## src/rtl/rvg_pkg.sv

```systemverilog
package rvg_pkg;

	// Register port widths
	typedef logic [11:0] rvg_addr_t;
	typedef logic [7:0] rvg_byte_t;

	// Writable register count and their table positions
	localparam int RVG_NWR = 7;
	localparam int IX_A2_ZERO_TEMP_COEFFICIENT = 0;
	localparam int IX_A2_TEMP_PROPORTIONAL_SENSOR = 1;
	localparam int IX_CROSS_Z = 2;
	localparam int IX_CROSS_P = 3;
	localparam int IX_CAP = 4;
	localparam int IX_AMUX = 5;
	localparam int IX_MFC = 6;

	// Writable register offsets
	localparam rvg_addr_t OFS_A2_ZERO_TEMP_COEFFICIENT = 12'h111;
	localparam rvg_addr_t OFS_A2_TEMP_PROPORTIONAL_SENSOR = 12'h112;
	localparam rvg_addr_t OFS_CROSS_Z = 12'h113;
	localparam rvg_addr_t OFS_CROSS_P = 12'h114;
	localparam rvg_addr_t OFS_CAP = 12'h115;
	localparam rvg_addr_t OFS_AMUX = 12'h120;
	localparam rvg_addr_t OFS_MFC = 12'h121;

	// Read-only register offsets
	localparam rvg_addr_t OFS_F_A1_MAIN = 12'h140;
	localparam rvg_addr_t OFS_F_A1_Z = 12'h141;
	localparam rvg_addr_t OFS_F_A1_P = 12'h142;
	localparam rvg_addr_t OFS_F_A2_MAIN = 12'h143;
	localparam rvg_addr_t OFS_F_A2_Z = 12'h144;
	localparam rvg_addr_t OFS_F_A2_P = 12'h145;
	localparam rvg_addr_t OFS_S_A1_Z = 12'h146;
	localparam rvg_addr_t OFS_S_A1_P = 12'h147;
	localparam rvg_addr_t OFS_S_A2_Z = 12'h148;
	localparam rvg_addr_t OFS_S_A2_P = 12'h149;
	localparam rvg_addr_t OFS_LIVE = 12'h14A;

	// Offsets, reset values and writable-bit masks, by table position
	localparam rvg_addr_t WR_OFS [RVG_NWR] = '{OFS_A2_ZERO_TEMP_COEFFICIENT, OFS_A2_TEMP_PROPORTIONAL_SENSOR,
		OFS_CROSS_Z, OFS_CROSS_P, OFS_CAP, OFS_AMUX, OFS_MFC};
	localparam rvg_byte_t WR_RST [RVG_NWR] = '{8'hAA, 8'h83, 8'h2A,
		8'h03, 8'h07, 8'h20, 8'h00};
	localparam rvg_byte_t WR_MASK [RVG_NWR] = '{8'hBF, 8'h8F, 8'h3F,
		8'h0F, 8'hFF, 8'hFF, 8'h1F};

	// Field positions
	localparam int USE_FUSED_BIT = 7;
	localparam int LEVEL_BIT = 4;
	localparam int A2_BYP_BIT = 7;
	localparam int A1_BYP_BIT = 6;

	// Largest legal attenuator code, 24 dB in 1 dB steps
	localparam logic [5:0] ATTEN_MAX = 6'h18;
	localparam rvg_byte_t ZERO_BYTE = 8'h00;

	// Host request toward the bank
	typedef struct packed {
		logic wr;
		logic rd;
		rvg_addr_t addr;
		rvg_byte_t wdata;
	} rvg_req_s;

	// Fused trim values from the fuse array
	typedef struct packed {
		logic [3:0] a1_main;
		logic [5:0] a1_z;
		logic [3:0] a1_p;
		logic [3:0] a2_main;
		logic [5:0] a2_z;
		logic [3:0] a2_p;
	} rvg_fuse_s;

	// Live path state from the rest of the unit
	typedef struct packed {
		logic a2_bypass;
		logic a1_bypass;
		logic [5:0] atten;
	} rvg_path_s;

	// Amplifier one cross trims in use
	typedef struct packed {
		logic [5:0] z;
		logic [3:0] p;
	} rvg_cross_s;

	// Trim and control outputs toward the analog section
	typedef struct packed {
		logic [5:0] a2_im3_zero_temp_trim;
		logic [3:0] a2_im3_prop_temp_trim;
		logic [5:0] a2_cross_zero_temp_trim;
		logic [3:0] a2_cross_prop_temp_trim;
		logic [3:0] a2_intermod_cap_trim;
		logic [3:0] spare_field;
		logic [2:0] monitor_output_select;
		logic unused_monitor_bit;
		logic [2:0] internal_monitor_select;
		logic readback_level_select;
	} rvg_trim_s;

	// Fuse image load sequence
	typedef enum logic {RVG_WAIT, RVG_DONE} rvg_load_e;

endpackage

```

## src/rtl/rvg_regs.sv

```systemverilog
`timescale 1ns/100ps
`default_nettype none
module rvg_regs (
	input wire logic ref_clk, // 250 MHz clock
	input wire logic reset_n, // Async reset, active low
	input wire rvg_pkg::rvg_req_s req_i, // Host register request
	output logic [7:0] rd_data_o, // Read data, registered
	output logic rd_valid_o, // Read data valid pulse
	input wire rvg_pkg::rvg_fuse_s fuse_i, // Fuse array values
	input wire logic fuse_valid_i, // Fuse values settled
	output logic fuse_loaded_o, // Fuse images captured
	input wire rvg_pkg::rvg_path_s path_i, // Live path state
	input wire rvg_pkg::rvg_cross_s a1_cross_i, // Amp one cross in use
	output rvg_pkg::rvg_trim_s trim_o // Trims to analog
);
	import rvg_pkg::*;

	// Synchronised reset copy
	logic rst_meta_q;
	logic rst_n;
	rvg_byte_t wr_q [RVG_NWR]; // Writable register images
	rvg_fuse_s fuse_q; // Captured fuse images
	rvg_load_e load_q; // Fuse load state
	rvg_path_s path_q; // Registered live path state
	rvg_byte_t rd_d; // Read mux result

	// Two-flop reset release; assertion is immediate
	always_ff @(posedge ref_clk or negedge reset_n) begin
		if (!reset_n) begin
			rst_meta_q <= 1'b0;
			rst_n <= 1'b0;
		end else begin
			rst_meta_q <= 1'b1;
			rst_n <= rst_meta_q;
		end
	end

	// One flop per writable register; masked bits stay zero
	genvar gi;
	generate
		for (gi = 0; gi < RVG_NWR; gi++) begin : g_wr
			always_ff @(posedge ref_clk or negedge rst_n) begin
				if (!rst_n) begin
					wr_q[gi] <= WR_RST[gi];
				end else if (req_i.wr && req_i.addr == WR_OFS[gi]) begin
					// Reserved read-only bits drop the write
					wr_q[gi] <= req_i.wdata & WR_MASK[gi];
				end
			end
		end
	endgenerate

	// Fuse capture waits for the array; images read zero until then
	always_ff @(posedge ref_clk or negedge rst_n) begin
		if (!rst_n) begin
			load_q <= RVG_WAIT;
			fuse_q <= '0;
		end else begin
			case (load_q)
				RVG_WAIT: begin
					if (fuse_valid_i) begin
						fuse_q <= fuse_i;
						load_q <= RVG_DONE;
					end
				end
				RVG_DONE: begin
					// Captured once; later fuse activity is ignored
					load_q <= RVG_DONE;
				end
				default: begin
					load_q <= RVG_WAIT;
				end
			endcase
		end
	end
	assign fuse_loaded_o = (load_q == RVG_DONE);

	// Live state sampled each cycle; code clamped to legal range
	// A flop here costs one cycle of status lag but keeps the read
	// mux away from the asynchronous toggling of the path state
	always_ff @(posedge ref_clk or negedge rst_n) begin
		if (!rst_n) begin
			path_q <= '0;
		end else begin
			path_q.a2_bypass <= path_i.a2_bypass;
			path_q.a1_bypass <= path_i.a1_bypass;
			// An out-of-range code would read as more than 24 dB
			path_q.atten <= (path_i.atten > ATTEN_MAX) ?
				ATTEN_MAX : path_i.atten;
		end
	end

	// Read decode; unmapped offsets read zero
	always_comb begin
		rd_d = ZERO_BYTE;
		case (req_i.addr)
			OFS_A2_ZERO_TEMP_COEFFICIENT: rd_d = wr_q[IX_A2_ZERO_TEMP_COEFFICIENT];
			OFS_A2_TEMP_PROPORTIONAL_SENSOR: rd_d = wr_q[IX_A2_TEMP_PROPORTIONAL_SENSOR];
			OFS_CROSS_Z: rd_d = wr_q[IX_CROSS_Z];
			OFS_CROSS_P: rd_d = wr_q[IX_CROSS_P];
			OFS_CAP: rd_d = wr_q[IX_CAP];
			OFS_AMUX: rd_d = wr_q[IX_AMUX];
			OFS_MFC: rd_d = wr_q[IX_MFC];
			OFS_F_A1_MAIN: rd_d = {4'h0, fuse_q.a1_main};
			OFS_F_A1_Z: rd_d = {2'h0, fuse_q.a1_z};
			OFS_F_A1_P: rd_d = {4'h0, fuse_q.a1_p};
			OFS_F_A2_MAIN: rd_d = {4'h0, fuse_q.a2_main};
			OFS_F_A2_Z: rd_d = {2'h0, fuse_q.a2_z};
			OFS_F_A2_P: rd_d = {4'h0, fuse_q.a2_p};
			OFS_S_A1_Z: rd_d = {2'h0, a1_cross_i.z};
			OFS_S_A1_P: rd_d = {4'h0, a1_cross_i.p};
			OFS_S_A2_Z: rd_d = {2'h0, trim_o.a2_cross_zero_temp_trim};
			OFS_S_A2_P: rd_d = {4'h0, trim_o.a2_cross_prop_temp_trim};
			OFS_LIVE: rd_d = path_q;
			default: rd_d = ZERO_BYTE;
		endcase
	end

	// Read answer one cycle after the request
	always_ff @(posedge ref_clk or negedge rst_n) begin
		if (!rst_n) begin
			rd_data_o <= ZERO_BYTE;
			rd_valid_o <= 1'b0;
		end else begin
			rd_valid_o <= req_i.rd;
			if (req_i.rd) begin
				rd_data_o <= rd_d;
			end
		end
	end

	// Trim outputs; fused values win when their select bit is set
	always_ff @(posedge ref_clk or negedge rst_n) begin
		if (!rst_n) begin
			trim_o <= '0;
		end else begin
			trim_o.a2_im3_zero_temp_trim <=
				wr_q[IX_A2_ZERO_TEMP_COEFFICIENT][USE_FUSED_BIT] ?
				fuse_q.a2_z : wr_q[IX_A2_ZERO_TEMP_COEFFICIENT][5:0];
			trim_o.a2_im3_prop_temp_trim <=
				wr_q[IX_A2_TEMP_PROPORTIONAL_SENSOR][USE_FUSED_BIT] ?
				fuse_q.a2_p : wr_q[IX_A2_TEMP_PROPORTIONAL_SENSOR][3:0];
			trim_o.a2_cross_zero_temp_trim <= wr_q[IX_CROSS_Z][5:0];
			trim_o.a2_cross_prop_temp_trim <= wr_q[IX_CROSS_P][3:0];
			trim_o.a2_intermod_cap_trim <= wr_q[IX_CAP][3:0];
			trim_o.spare_field <= wr_q[IX_CAP][7:4];
			trim_o.monitor_output_select <= wr_q[IX_AMUX][2:0];
			trim_o.unused_monitor_bit <= wr_q[IX_AMUX][3];
			trim_o.internal_monitor_select <= wr_q[IX_AMUX][6:4];
			trim_o.readback_level_select <=
				wr_q[IX_MFC][LEVEL_BIT];
		end
	end
endmodule // rvg_regs
`default_nettype wire

```

## config.mk

```make
export PLATFORM = sky130hd
export DESIGN_NAME = rvg_regs
export DESIGN_NICKNAME = d
export VERILOG_FILES = /design/src/rtl/rvg_pkg.sv /design/src/rtl/rvg_regs.sv
export SDC_FILE = /design/constraint.sdc
export NUM_CORES = 1
export LEC_CHECK = 0
export ABC_AREA = 1
export BUFFER_PORTS_ARGS = -buffer_cell sky130_fd_sc_hd__buf_2
export CAP_MARGIN = 25
export CORE_ASPECT_RATIO = 1.1
export CORE_UTILIZATION = 49
export CTS_CLUSTER_DIAMETER = 30
export CTS_CLUSTER_SIZE = 14
export DETAILED_ROUTE_END_ITERATION = 12
export PLACE_DENSITY = 0.81
export SLEW_MARGIN = 30
export SYNTH_ARGS = -nofsm -noshare
export SYNTH_HDL_FRONTEND = slang
export SYNTH_SLANG_ARGS = --single-unit
```

## constraint.sdc

```tcl
create_clock -name ref_clk -period 3.65 [get_ports ref_clk]
set_clock_uncertainty 0.15 [all_clocks]
set_input_delay 0.1825 -clock ref_clk [delete_from_list [all_inputs] [get_ports ref_clk]]
set_output_delay 0.1825 -clock ref_clk [all_outputs]
set_load 0.01 [all_outputs]
```

# After elaboration in Yosys (flattened, before gate mapping)

Index checks and enable logic that the tools add are counted.

Equality and inequality tests: 18
Reductions and logical operators: 8
$lt $le $gt $ge: 1
Bitwise logic cells: 1
Muxes and demuxes: 6

Operators with widths:

| operator              | count |
|---|---|
| $eq A12 B9 Y1 const B | 18 |
| $pmux W8 S18          | 1 |
| $mux W6               | 2 |
| $logic_and A1 B1 Y1   | 7 |
| $gt A6 B5 Y1 const B  | 1 |
| $mux W4               | 1 |
| $pmux W1 S2           | 1 |
| $reduce_and A2 Y1     | 1 |
| $mux W1               | 1 |
| $not A1 Y1            | 1 |

Logic and storage cells: 65
Output and inout port bits: 46
Input port bits: 71
Bits in registers: 127

# Longest topological paths before layout

Gate-level depths: netlist (run 1).

Word-level depth: 2
Mapped depth: 13
Depth with buffers taken out: 12

# Worst setup path before layout (run 1)

No wires, ideal clock.

Path type: register -> register
From: register load_q, in the netlist fuse_loaded_o
To: register fuse_q[0] (netlist bit)
Data required time: 3.375 ns
Path slack: 2.116 ns
Period minus slack after synthesis: 1.534 ns
Library setup time: 0.125 ns
Stages on the path, launching flop included: 5
Buffers on the path: 1
Arrival: 1.260 ns
Cells stage by stage: dfrtp_1 > inv_1 > nand2_1 > buf_1 > mux2_2

Word-level cells in the longest chain between the ends: 2

Ends and longest elaborated chain:

| item                        | line           | source |
|---|---|---|
| start, declared             | rvg_regs.sv:23 | `rvg_load_e load_q;` |
| start signal, assigned      | rvg_regs.sv:56 | `load_q <= RVG_WAIT;` |
| start signal, assigned      | rvg_regs.sv:63 | `load_q <= RVG_DONE;` |
| start signal, assigned      | rvg_regs.sv:68 | `load_q <= RVG_DONE;` |
| $not A1 Y1 (no line)        | n/a            |  |
| $reduce_and A2 Y1 (no line) | n/a            |  |
| end signal, assigned        | rvg_regs.sv:62 | `fuse_q <= fuse_i;` |
| end, declared               | rvg_regs.sv:22 | `rvg_fuse_s fuse_q;` |

No other way between the ends.
A chain may end at the register's enable or synchronous reset.

# Worst setup path in the final report (run 1)

From: input req_i[17] (netlist bit)
To: register rd_data_o[1]

Word-level cells in the longest chain between the ends: 2
Elaborated cells on any way between the ends: 19
Those cells by class: 18 x eq/ne; 1 x mux

Ends and longest elaborated chain:

| item                 | line            | source |
|---|---|---|
| start, declared      | rvg_regs.sv:6   | `input wire rvg_pkg::rvg_req_s req_i,` |
| $eq A12 B9 Y1        | rvg_regs.sv:96  | `case (req_i.addr)` |
| $pmux W8 S18 (*)     | rvg_regs.sv:96  |  |
| end signal, assigned | rvg_regs.sv:127 | `rd_data_o <= rd_d;` |
| end, declared        | rvg_regs.sv:7   | `output logic [7:0] rd_data_o,` |

Mark *: on every way between the ends. The rest lies on a longest branch, timed or not.

==> results.cfg, run 1 <==
[outcome]
status = finished clean

[grt]
grt_overflow_total = 0
grt_max_degree = 80
grt_pass1_vias = 5089
grt_pass1_wl_um = 26110
grt_usage_pct = 29.00
antenna_found_initial = 0

[sta]
fmax_mhz = 499.6
fin_ws_ns = 1.648
worst_slew_pin_slew_ns = 0.9321
timing.hold.ws_ns = 0.01561
min_period_ns = 2.002
finalMaxSlewViolations = 0
final-hold-violation-count = 0
post-route-period-util_pct = 54.84
setup_viol = 0
rsz0062_at_grt = no
tns_ns = 0
max_slew_margin_pct = 37.63

[synth]
syn_inst = 636
syn_avg_cell_area_um2 = 8.813
synth_top_area_share_pct = 49.55
ys_seq_elements = 127
synth_cell_types = 28
synth_area_leaders = dfrtp_1, nand2_1, dfstp_2
synth-seq-area-share_pct = 57.05
synth_top_area_cell = dfrtp_1
syn_area_um2 = 5605
synth.net_count = 707
yosysWarningCount = 0

[die]
die_x_um = 104.0
die_h_um = 114.2
initial_core_util_pct = 50.91
ios = 117
dieArea_um2 = 11870
core_um2 = 11010
row_count = 40

[setup_path]
worstSetupPathType = in -> reg
critPathBufInv = 2
crit_family = simple AND/OR/NAND/NOR gates
ff2ff_path_depth = 4
worstPathRequired_ns = 3.85
cp-start-kind = input port
critPathArrivalTime_ns = 2.20
path_depth = 12
critPathMaxFanout = 25
path_cells = buf_2 -> inv_1 -> nand2_1 -> nor2_4 -> nand2_1 -> nor2_1 -> nand2_1 -> nand3_1 -> nor2_1 -> nand3_1 -> nand2_1 -> nand2_1
cp-end-kind = register
slowest_stage = nor2_1
critPathMaxStageDelay_ns = 0.51
cpMostUsedCell = nand2_1

[placement]
dp_slack_ns = 1.281
dp_hpwl_um = 11430
dpl-instance-area_um2 = 6327
io_buffers = 116
place_congestion = 0.9171
dp.cells = 886

[layout]
final_area_um2 = 7446
final_cells = 967
drive_above_1_share_pct = 26.46
fin_nets = 878
syn2layout_area_growth_pct = 32.83
diodes = 0

[pwr]
switchingPower_mw = 0.7966
vdd_drop_max_mv = 0.2989
swShare_pct = 23.28
comb_power_share_pct = 5.8
internal-power_mw = 2.625
clkPwrFrac_pct = 51.0
power.share.sequential_pct = 43.2
p_leak_nw = 3.854
power_density_nw_per_um2 = 459.6

[clock_tree]
clockRootBuffer = clkbuf_16
htree_levels = 4
cts.reportedPaths.clkPinSlew_ns = 0.06
worstSkewPairLatency_ns = 0.42
numClockSinks = 127
cts_resized = 0
cts_buffers = 17
max-clock-path-buffers = 2
cts_tree = yes

[hold_path]
hold_depth = 3
hp-class = in -> reg

[route]
postRouteAntennaNets = 0
wl_per_cell_um = 16.75
routed_wirelength_um = 16200
vias = 5022
drt_iter0_markers = 407
dr.pass1.iters = 7
route.detailed.drc = 0
via_per_inst = 5.193

[job]
drv_cap = 0
## synth_stat cells (all sizes together)
cell type	number
a21oi	6
buf	13
clkbuf	4
clkinv	1
conb	2
dfrtp	111
dfstp	16
inv	59
mux2	25
nand2	194
nand3	67
nand4	8
nor2	61
nor3	9
o21ai	56
o22ai	2
o31ai	1
or2	1
## state kept, by name, summed over array words and instances, names as in the netlist
register	flops
rd_data_o	8
rd_valid_o	1
trim_o	36
fuse_q	28
fuse_loaded_o	1
rst_n	1
wr_q	43
path_q	8
rst_meta_q	1
## path summary, 6_finish.rpt
kind	start	to	slack [ns]
setup / recovery	req_i[17]	rd_data_o[1]$_DFFE_PN0P_	1.65
hold reg to reg	rst_n$_DFF_PN0_	rd_data_o[7]$_DFFE_PN0P_	0.11
setup reg to reg	fuse_loaded_o$_DFF_PN0_	fuse_q[6]$_DFFE_PN0P_	1.86
hold / removal	req_i[4]	wr_q[36]$_DFFE_PN0P_	0.02
max in group asynchronous	rst_n$_DFF_PN0_	wr_q[40]$_DFFE_PN1P_	2.59
min in group asynchronous	rst_n$_DFF_PN0_	rd_data_o[7]$_DFFE_PN0P_	0.11
## stage by stage
step | util, % | power [mW]
final | 67.63 | 3.422
after global routing | 67.63 | 3.515
after CTS | 67.38 | 3.424
after detailed placement | 57.47 | 1.656
after global placement | 57.47 | 1.648
after floorplan | - | 1.571
## power groups by stage
stage	registers, mW	logic [mW]	clock network (mW)
after detailed placement	1.51	0.143	0
after global placement	1.51	0.138	0
after global routing	1.48	0.219	1.81
after CTS	1.49	0.183	1.75
final	1.48	0.200	1.74
after floorplan	1.51	0.0657	0
## area by class of cell
cell class,instances,area [um^2]
fillers,884,3565
flip-flops and latches,127,3202
multi-input cells,432,2093
repair buffers,169,1131
clock buffers,17,425.4
inverters,60,225.2
clock inverters,15,185.2
well taps,147,183.9
## tightest hold or removal path, cell delays in order
cell and delay, ns:
buf_2 0.08, inv_1 0.12, o21ai_1 0.16
## cell families after synthesis
family	Yosys count	synth area share, %
buffers and inverters	77	5.602
muxes	25	5.022
DFF	127	57.05
AOI/OAI and AO/OA	65	5.893
and+or+nand+nor	340	26.29
other	2	0.1340
## placed cells by master (no fill, tap or decap), types with 6 or more instances in the layout
cell | Yosys | routed
dlygate4sd3_1 | 0 | 48
a21oi_1 | 6 | 6
clkbuf_16 | 0 | 17
o21ai_1 | 14 | 14
nor3_1 | 6 | 6
dfrtp_1 | 111 | 110
nand2_1 | 192 | 192
inv_1 | 55 | 55
nand4_1 | 6 | 6
o21ai_0 | 42 | 42
nand3_1 | 66 | 66
buf_2 | 5 | 116
mux2_2 | 25 | 25
dfstp_2 | 16 | 16
nor2_1 | 52 | 52
## metal layers
metal | up-vias | part of all wire [%] | global-route usage [%]
li1 | 2379 | - | -
met1 | 2414 | 42 | 36.69
met2 | 194 | 50 | 49.96
met3 | 35 | 5.2 | 5.179
met4 | 0 | 2.5 | 11.24
met5 | - | 0 | 0
## what timing repair did
action                    in CTS  in global routing
setup buffers                  0                  0
hold endpoints to repair      49                  0
hold buffers                  48                  0
No activity file was read; power rests on OpenSTA's default activity.
==> inputs of run 2 (changes only) <==
Settings changed: ABC_AREA 1 to 0.
Clock period 3.65 ns to 1.7 ns, I/O delays scaled along.
==> run 2 against run 1 <==
Worst hold slack better by 0.055 ns. Via count down 7.8%. Cell count down 13%. Total power up 110%. Synthesized cell count down 33%. Setup slack worse by 1.6 ns. Core utilization up 6.2 points. Sequential share of layout area down 3.6 points. Wire length up 4.9%. Non-clock buffer count up 87. Combinational power rose to 3.4 times the previous value. Global-route usage up 1.7 points.
==> results.cfg, run 2 <==
[layout]
n_fill_cell = 750
drive_above_1_share_pct = 51.59
largest_reg_flops = 43
syn2layout_area_growth_pct = 45.97
fin_nets = 748
final_common_cell = buf_2
largest-register = wr_q
final_area_um2 = 8129
fin_util_pct = 73.83
layout_common_cells = buf_2, dfrtp_1, mux2_2
reg_top3 = wr_q x43, trim_o x36, fuse_q x28
seq_area_um2 = 3202
diodes = 0
multi_input_area_um2 = 2335

[synth]
syn_inst = 425
synth_cell_types = 61
synth_edf_count = 0
ys_seq_elements = 127
synth_top_area_share_pct = 49.88
synthAdderAreaFrac_pct = 0
yosysWarningCount = 0
synth_top_family_by_area = multiplexers
syn_area_um2 = 5569
synth_xor_area_share_pct = 0
synth.net_count = 496
async_flop_share_pct = 100.0
syn_avg_cell_area_um2 = 13.10
synth_top_area_cell = dfrtp_1
synth-simple-area-share_pct = 12.94
synthTopCellsByCount = dfrtp_1, mux2_2, nand2_1, dfstp_2, clkbuf_1
synth-seq-area-share_pct = 57.43
yosysMostFrequentCell = dfrtp_1
synth_mux_area_share_pct = 19.97
synth_area_leaders = dfrtp_1, mux2_2, dfstp_2
ys.flop_type = dfrtp_1
synth_compound_area_share_pct = 7.616

[clock_tree]
htree_levels = 4
max-clock-path-buffers = 2
numClockSinks = 127
cts.reportedPaths.clkPinSlew_ns = 0.06
post_cts_buffers = 0
cts_tree = yes
clockRootBuffer = clkbuf_16
cts_buffers = 17
worstSkewPairLatency_ns = 0.43

[outcome]
status = finished clean

[placement]
place_congestion = 0.9701
dpl-instance-area_um2 = 6959
io_buffers = 116
dp_hpwl_um = 12060

[sta]
setup_viol = 0
fmax_mhz = 591.9
max_slew_margin_pct = 60.98
tns_ns = 0
min_period_ns = 1.689
final-hold-violation-count = 0
finalMaxSlewViolations = 0
worst_slew_pin_slew_ns = 0.5774
post-route-period-util_pct = 99.38
rsz0062_at_grt = yes

[setup_path]
worstPathRequired_ns = 1.87
cp-end-kind = register
r2r_slack_ns = 0.01
critPathArrivalTime_ns = 1.86
worstSetupPathType = reg -> reg
cp-start-kind = register
critPathMaxFanout = 2

[route]
vias = 4630
wl_per_cell_um = 20.30
postRouteAntennaNets = 0
route.detailed.drc = 0
routed_wirelength_um = 16990
drt_iter0_markers = 289
via_per_inst = 5.532
dr.pass1.iters = 4

[pwr]
switchingPower_mw = 1.817
internal-power_mw = 5.535
power_density_nw_per_um2 = 904.3
swShare_pct = 24.71
p_leak_nw = 3.958
power.total_mw = 7.351
power.share.sequential_pct = 43.7
vdd_drop_max_mv = 0.6590
comb_power_share_pct = 9.3
clkPwrFrac_pct = 47.0

[die]
die_x_um = 103.6
ios = 117
initial_core_util_pct = 50.58
die_h_um = 113.8
dieArea_um2 = 11800
row_count = 40
core_um2 = 11010

[grt]
grt_pass1_vias = 4860
grt_usage_pct = 30.67
grt_pass1_wl_um = 26650
grt_overflow_total = 0
antenna_found_initial = 0
grt_max_degree = 43

[job]
drv_cap = 0

[hold_path]
hp-class = reg -> async
-- run 2: changes by cell type in the layout (fill, tap and decap cells not counted), sizes merged, moves of 7 or more --
cell,delta
buf,+80
dlygate4sd3,+7
inv,-55
mux2,+62
mux2i,+11
nand2,-171
nand3,-57
nand3b,+7
nor2,-50
nor2b,+8
o21ai,-44
-- run 2: per-stage QoR --
| step | cells | hold WS, ns | setup slack (ns) |
|---|---|---|---|
| 6_report | 837 | 0.07105 | 0.01061 |
| 5_1_grt | 837 | 0.06595 | -0.05886 |
| 4_1_cts | 837 | 0.05162 | 0.01076 |
| 3_5_place_dp | 751 | -0.2779 | -0.3925 |
| 3_3_place_gp | 751 | -0.2793 | -0.3688 |
| 2_1_floorplan | 425 | -0.3606 | -0.2020 |
-- run 2: final timing paths --
check / start / end / cells past startpoint
max: fuse_q[26]$_DFFE_PN0P_ / rd_data_o[2]$_DFFE_PN0P_ / 5
min: rst_n$_DFF_PN0_ / wr_q[10]$_DFFE_PN0P_ / 0
max reg2reg: fuse_q[26]$_DFFE_PN0P_ / rd_data_o[2]$_DFFE_PN0P_ / 5
min reg2reg: rst_n$_DFF_PN0_ / wr_q[10]$_DFFE_PN0P_ / 0
max in group asynchronous: rst_n$_DFF_PN0_ / wr_q[47]$_DFFE_PN1P_ / 1
min in group ref_clk: a1_cross_i[4] / rd_data_o[0]$_DFFE_PN0P_ / 5
-- run 2: timing repair --
action / CTS / global route
hold endpoints to repair: 86 / 0
setup endpoints to repair: 1 / 6
resized for setup: 7 / 7
hold buffers: 55 / 0
pin swaps: 3 / 3
-- run 2: routing by layer --
| metal | global-route usage, % | vias to the layer above | share of wire (%) |
|---|---|---|---|
| li1 | - | 2088 | - |
| met1 | 38.02 | 2300 | 41 |
| met2 | 51.45 | 197 | 50 |
| met3 | 7.257 | 45 | 5.2 |
| met4 | 13.72 | 0 | 3.5 |
| met5 | 0 | - | 0 |
-- run 2: cells by family (layout without fill, tap and decap cells) --
| logic type | after synthesis | count (layout) |
|---|---|---|
| flops | 127 | 127 |
| simple gates | 112 | 112 |
| mux | 98 | 98 |
| compound gates | 60 | 60 |
| buf+inv | 26 | 291 |
| other cells | 2 | 2 |
-- run 2: power by group through the flow --
stage | sequential (mW) | clock (mW) | combinational, mW
final | 3.21 | 3.46 | 0.687
after global routing | 3.22 | 3.64 | 0.739
after CTS | 3.21 | 3.50 | 0.670
after detailed placement | 3.26 | 0 | 0.567
after global placement | 3.26 | 0 | 0.553
after floorplan | 3.26 | 0 | 0.220
-- run 2: layout make-up --
class / instances / share of cell area, %
Sequential cell: 127 / 39.39
Timing Repair Buffer: 256 / 22.58
Inverter: 3 / 0.1385
Multi-Input combinational cell: 272 / 28.72
Clock buffer: 18 / 5.279
Clock inverter: 14 / 1.632
Tap cell: 147 / 2.263
-- run 2: critical path, cell delays in order, from the launching register on --
cell and delay, ns:
dfrtp_1 0.37, or3b_4 0.24, a211oi_4 0.06, a2111oi_4 0.41, o221ai_2 0.16, o22a_1 0.19
==> inputs of run 3 (changes only) <==
Settings changed: ABC_CLOCK_PERIOD_IN_PS set to 1700, BUFFER_PORTS_ARGS -buffer_cell sky130_fd_sc_hd__buf_2 to -buffer_cell sky130_fd_sc_hd__buf_4.
==> run 3 against run 2 <==
Total power rose by 11%. Cell count fell by 0.36%. Combinational power rose by 11%. Worst hold slack got worse by 0.042 ns. Critical path depth rose by 2. Flip-flop and latch count did not move. First-iteration DRC count rose by 22%. Register-to-register slack improved by 0.02 ns. Core utilization rose by 3.8 points. Sequential share of layout area fell by 1.9 points. Largest cell class unchanged.
==> results.cfg, run 3 (same netlist as run 2, synthesis figures left out) <==
[die]
initial_core_util_pct = 50.58
dieArea_um2 = 11800
die_x_um = 103.6
row_count = 40
die_h_um = 113.8
core_um2 = 11010
ios = 117

[hold_path]
hp-class = in -> reg

[setup_path]
crit_family = simple AND/OR/NAND/NOR gates
critPathBufInv = 2
cpMostUsedCell = buf_4
critPathMaxStageDelay_ns = 0.54
slowest_stage = or4_4
path_cells = buf_4 -> or4_4 -> buf_4 -> nor2_1 -> o21ai_0 -> and3_1 -> a31oi_1
cp-start-kind = input port
worstPathRequired_ns = 1.89
cp-end-kind = register
critPathMaxFanout = 3
critPathArrivalTime_ns = 1.87
worstSetupPathType = in -> reg

[layout]
layout_common_cells = buf_4, dfrtp_1, mux2_2
syn2layout_area_growth_pct = 53.56
final_cells = 834
final_common_cell = buf_4
fin_nets = 745
diodes = 0
largest_reg_flops = 43
drive_above_1_share_pct = 51.53
reg_top3 = wr_q x43, trim_o x36, fuse_q x28
largest-register = wr_q

[pwr]
power_density_nw_per_um2 = 956.3
power.total_mw = 8.178
vdd_drop_max_mv = 0.8049
p_leak_nw = 4.078

[clock_tree]
clockRootBuffer = clkbuf_16
post_cts_buffers = 0
max-clock-path-buffers = 2
cts.reportedPaths.clkPinSlew_ns = 0.06
numClockSinks = 127
cts_tree = yes
htree_levels = 4
cts_buffers = 17
worstSkewPairLatency_ns = 0.42

[sta]
setup_viol = 0
fmax_mhz = 598.2
worst_slew_pin_slew_ns = 0.6953
final-hold-violation-count = 0
rsz0062_at_grt = yes
max_slew_margin_pct = 53.01
tns_ns = 0
post-route-period-util_pct = 98.34
finalMaxSlewViolations = 0
min_period_ns = 1.672

[route]
route.detailed.drc = 0
via_per_inst = 5.719
dr.pass1.iters = 5
postRouteAntennaNets = 0
wl_per_cell_um = 21.72
vias = 4770
routed_wirelength_um = 18120
drt_iter0_markers = 353

[job]
drv_cap = 0

[grt]
antenna_found_initial = 0
grt_overflow_total = 0
grt_max_degree = 68
grt_pass1_vias = 4987
grt_usage_pct = 32.03
grt_pass1_wl_um = 27720

[placement]
place_congestion = 0.9403
io_buffers = 116
dp_hpwl_um = 12180
dp.cells = 748

[outcome]
status = finished clean
## run 3: changes by cell type in the layout (fill, tap and decap cells not counted), sizes merged
cell,delta
bufinv,+5
buf,-4
inv,-3
clkinvlp,-2
clkbuf,+1
clkinv,-1
dlygate4sd3,+1
## run 3: where the power goes
| part | internal [mW] | total [mW] | switching, mW |
|---|---|---|---|
| logic | 0.427 | 0.762 | 0.335 |
| registers | 3.13 | 3.21 | 0.0771 |
| clock network | 2.83 | 4.21 | 1.38 |
## run 3: per-layer routing
layer | vias to the layer above | track usage (%) | share of wire (%)
met5 | - | 0 | 0
li1 | 2084 | - | -
met1 | 2381 | 37.35 | 38
met2 | 247 | 56.33 | 52
met3 | 58 | 6.400 | 6.4
met4 | 0 | 16.71 | 4.0
## run 3: stage by stage
step | hold WS (ns) | setup slack [ns] | instance area, um^2 | utilization [%]
3_5_place_dp | -0.2805 | -0.3663 | 7239 | 65.75
4_1_cts | 0.01454 | 0.01589 | 8514 | 77.33
3_3_place_gp | -0.2824 | -0.3544 | 7239 | 65.75
6_report | 0.02861 | 0.02824 | 8552 | 77.67
2_1_floorplan | -0.3606 | -0.2020 | 5597 | -
5_1_grt | 0.05068 | -0.02134 | 8552 | 77.67
## run 3: worst paths after layout
kind                       cells past startpoint                       end  slack (ns)                   start
max                                            7  rd_data_o[3]$_DFFE_PN0P_        0.03               req_i[13]
min                                            5  rd_data_o[0]$_DFFE_PN0P_        0.03           a1_cross_i[4]
max reg2reg                                    5  rd_data_o[2]$_DFFE_PN0P_        0.03  fuse_q[26]$_DFFE_PN0P_
min reg2reg                                    1      wr_q[10]$_DFFE_PN0P_        0.19         rst_n$_DFF_PN0_
max in group asynchronous                      1      trim_o[14]$_DFF_PN0_        0.77         rst_n$_DFF_PN0_
min in group asynchronous                      1      wr_q[10]$_DFFE_PN0P_        0.19         rst_n$_DFF_PN0_
## run 3: what timing repair did
| action | 4_1_cts | 5_1_grt |
|---|---|---|
| endpoints found under the setup margin | 2 | 9 |
| resized for setup | 7 | 11 |
| hold buffers | 56 | 0 |
| pin swaps | 5 | 4 |
| endpoints found under the hold margin | 91 | 0 |
## run 3: tightest hold or removal path, stage by stage
cell and delay [ns]:
buf_4 0.09, nand4_1 0.08, o2111ai_1 0.10, a21oi_1 0.05, a31oi_1 0.16
## run 3: cell type report
type	count	area, um^2
clock buffer	19	452.9
fill	669	2459
sequential	127	3202
inverter	3	11.26
tap	147	183.9
clock inverter	13	232.7
multi-input combinational	272	2351
timing repair buffer	253	2118
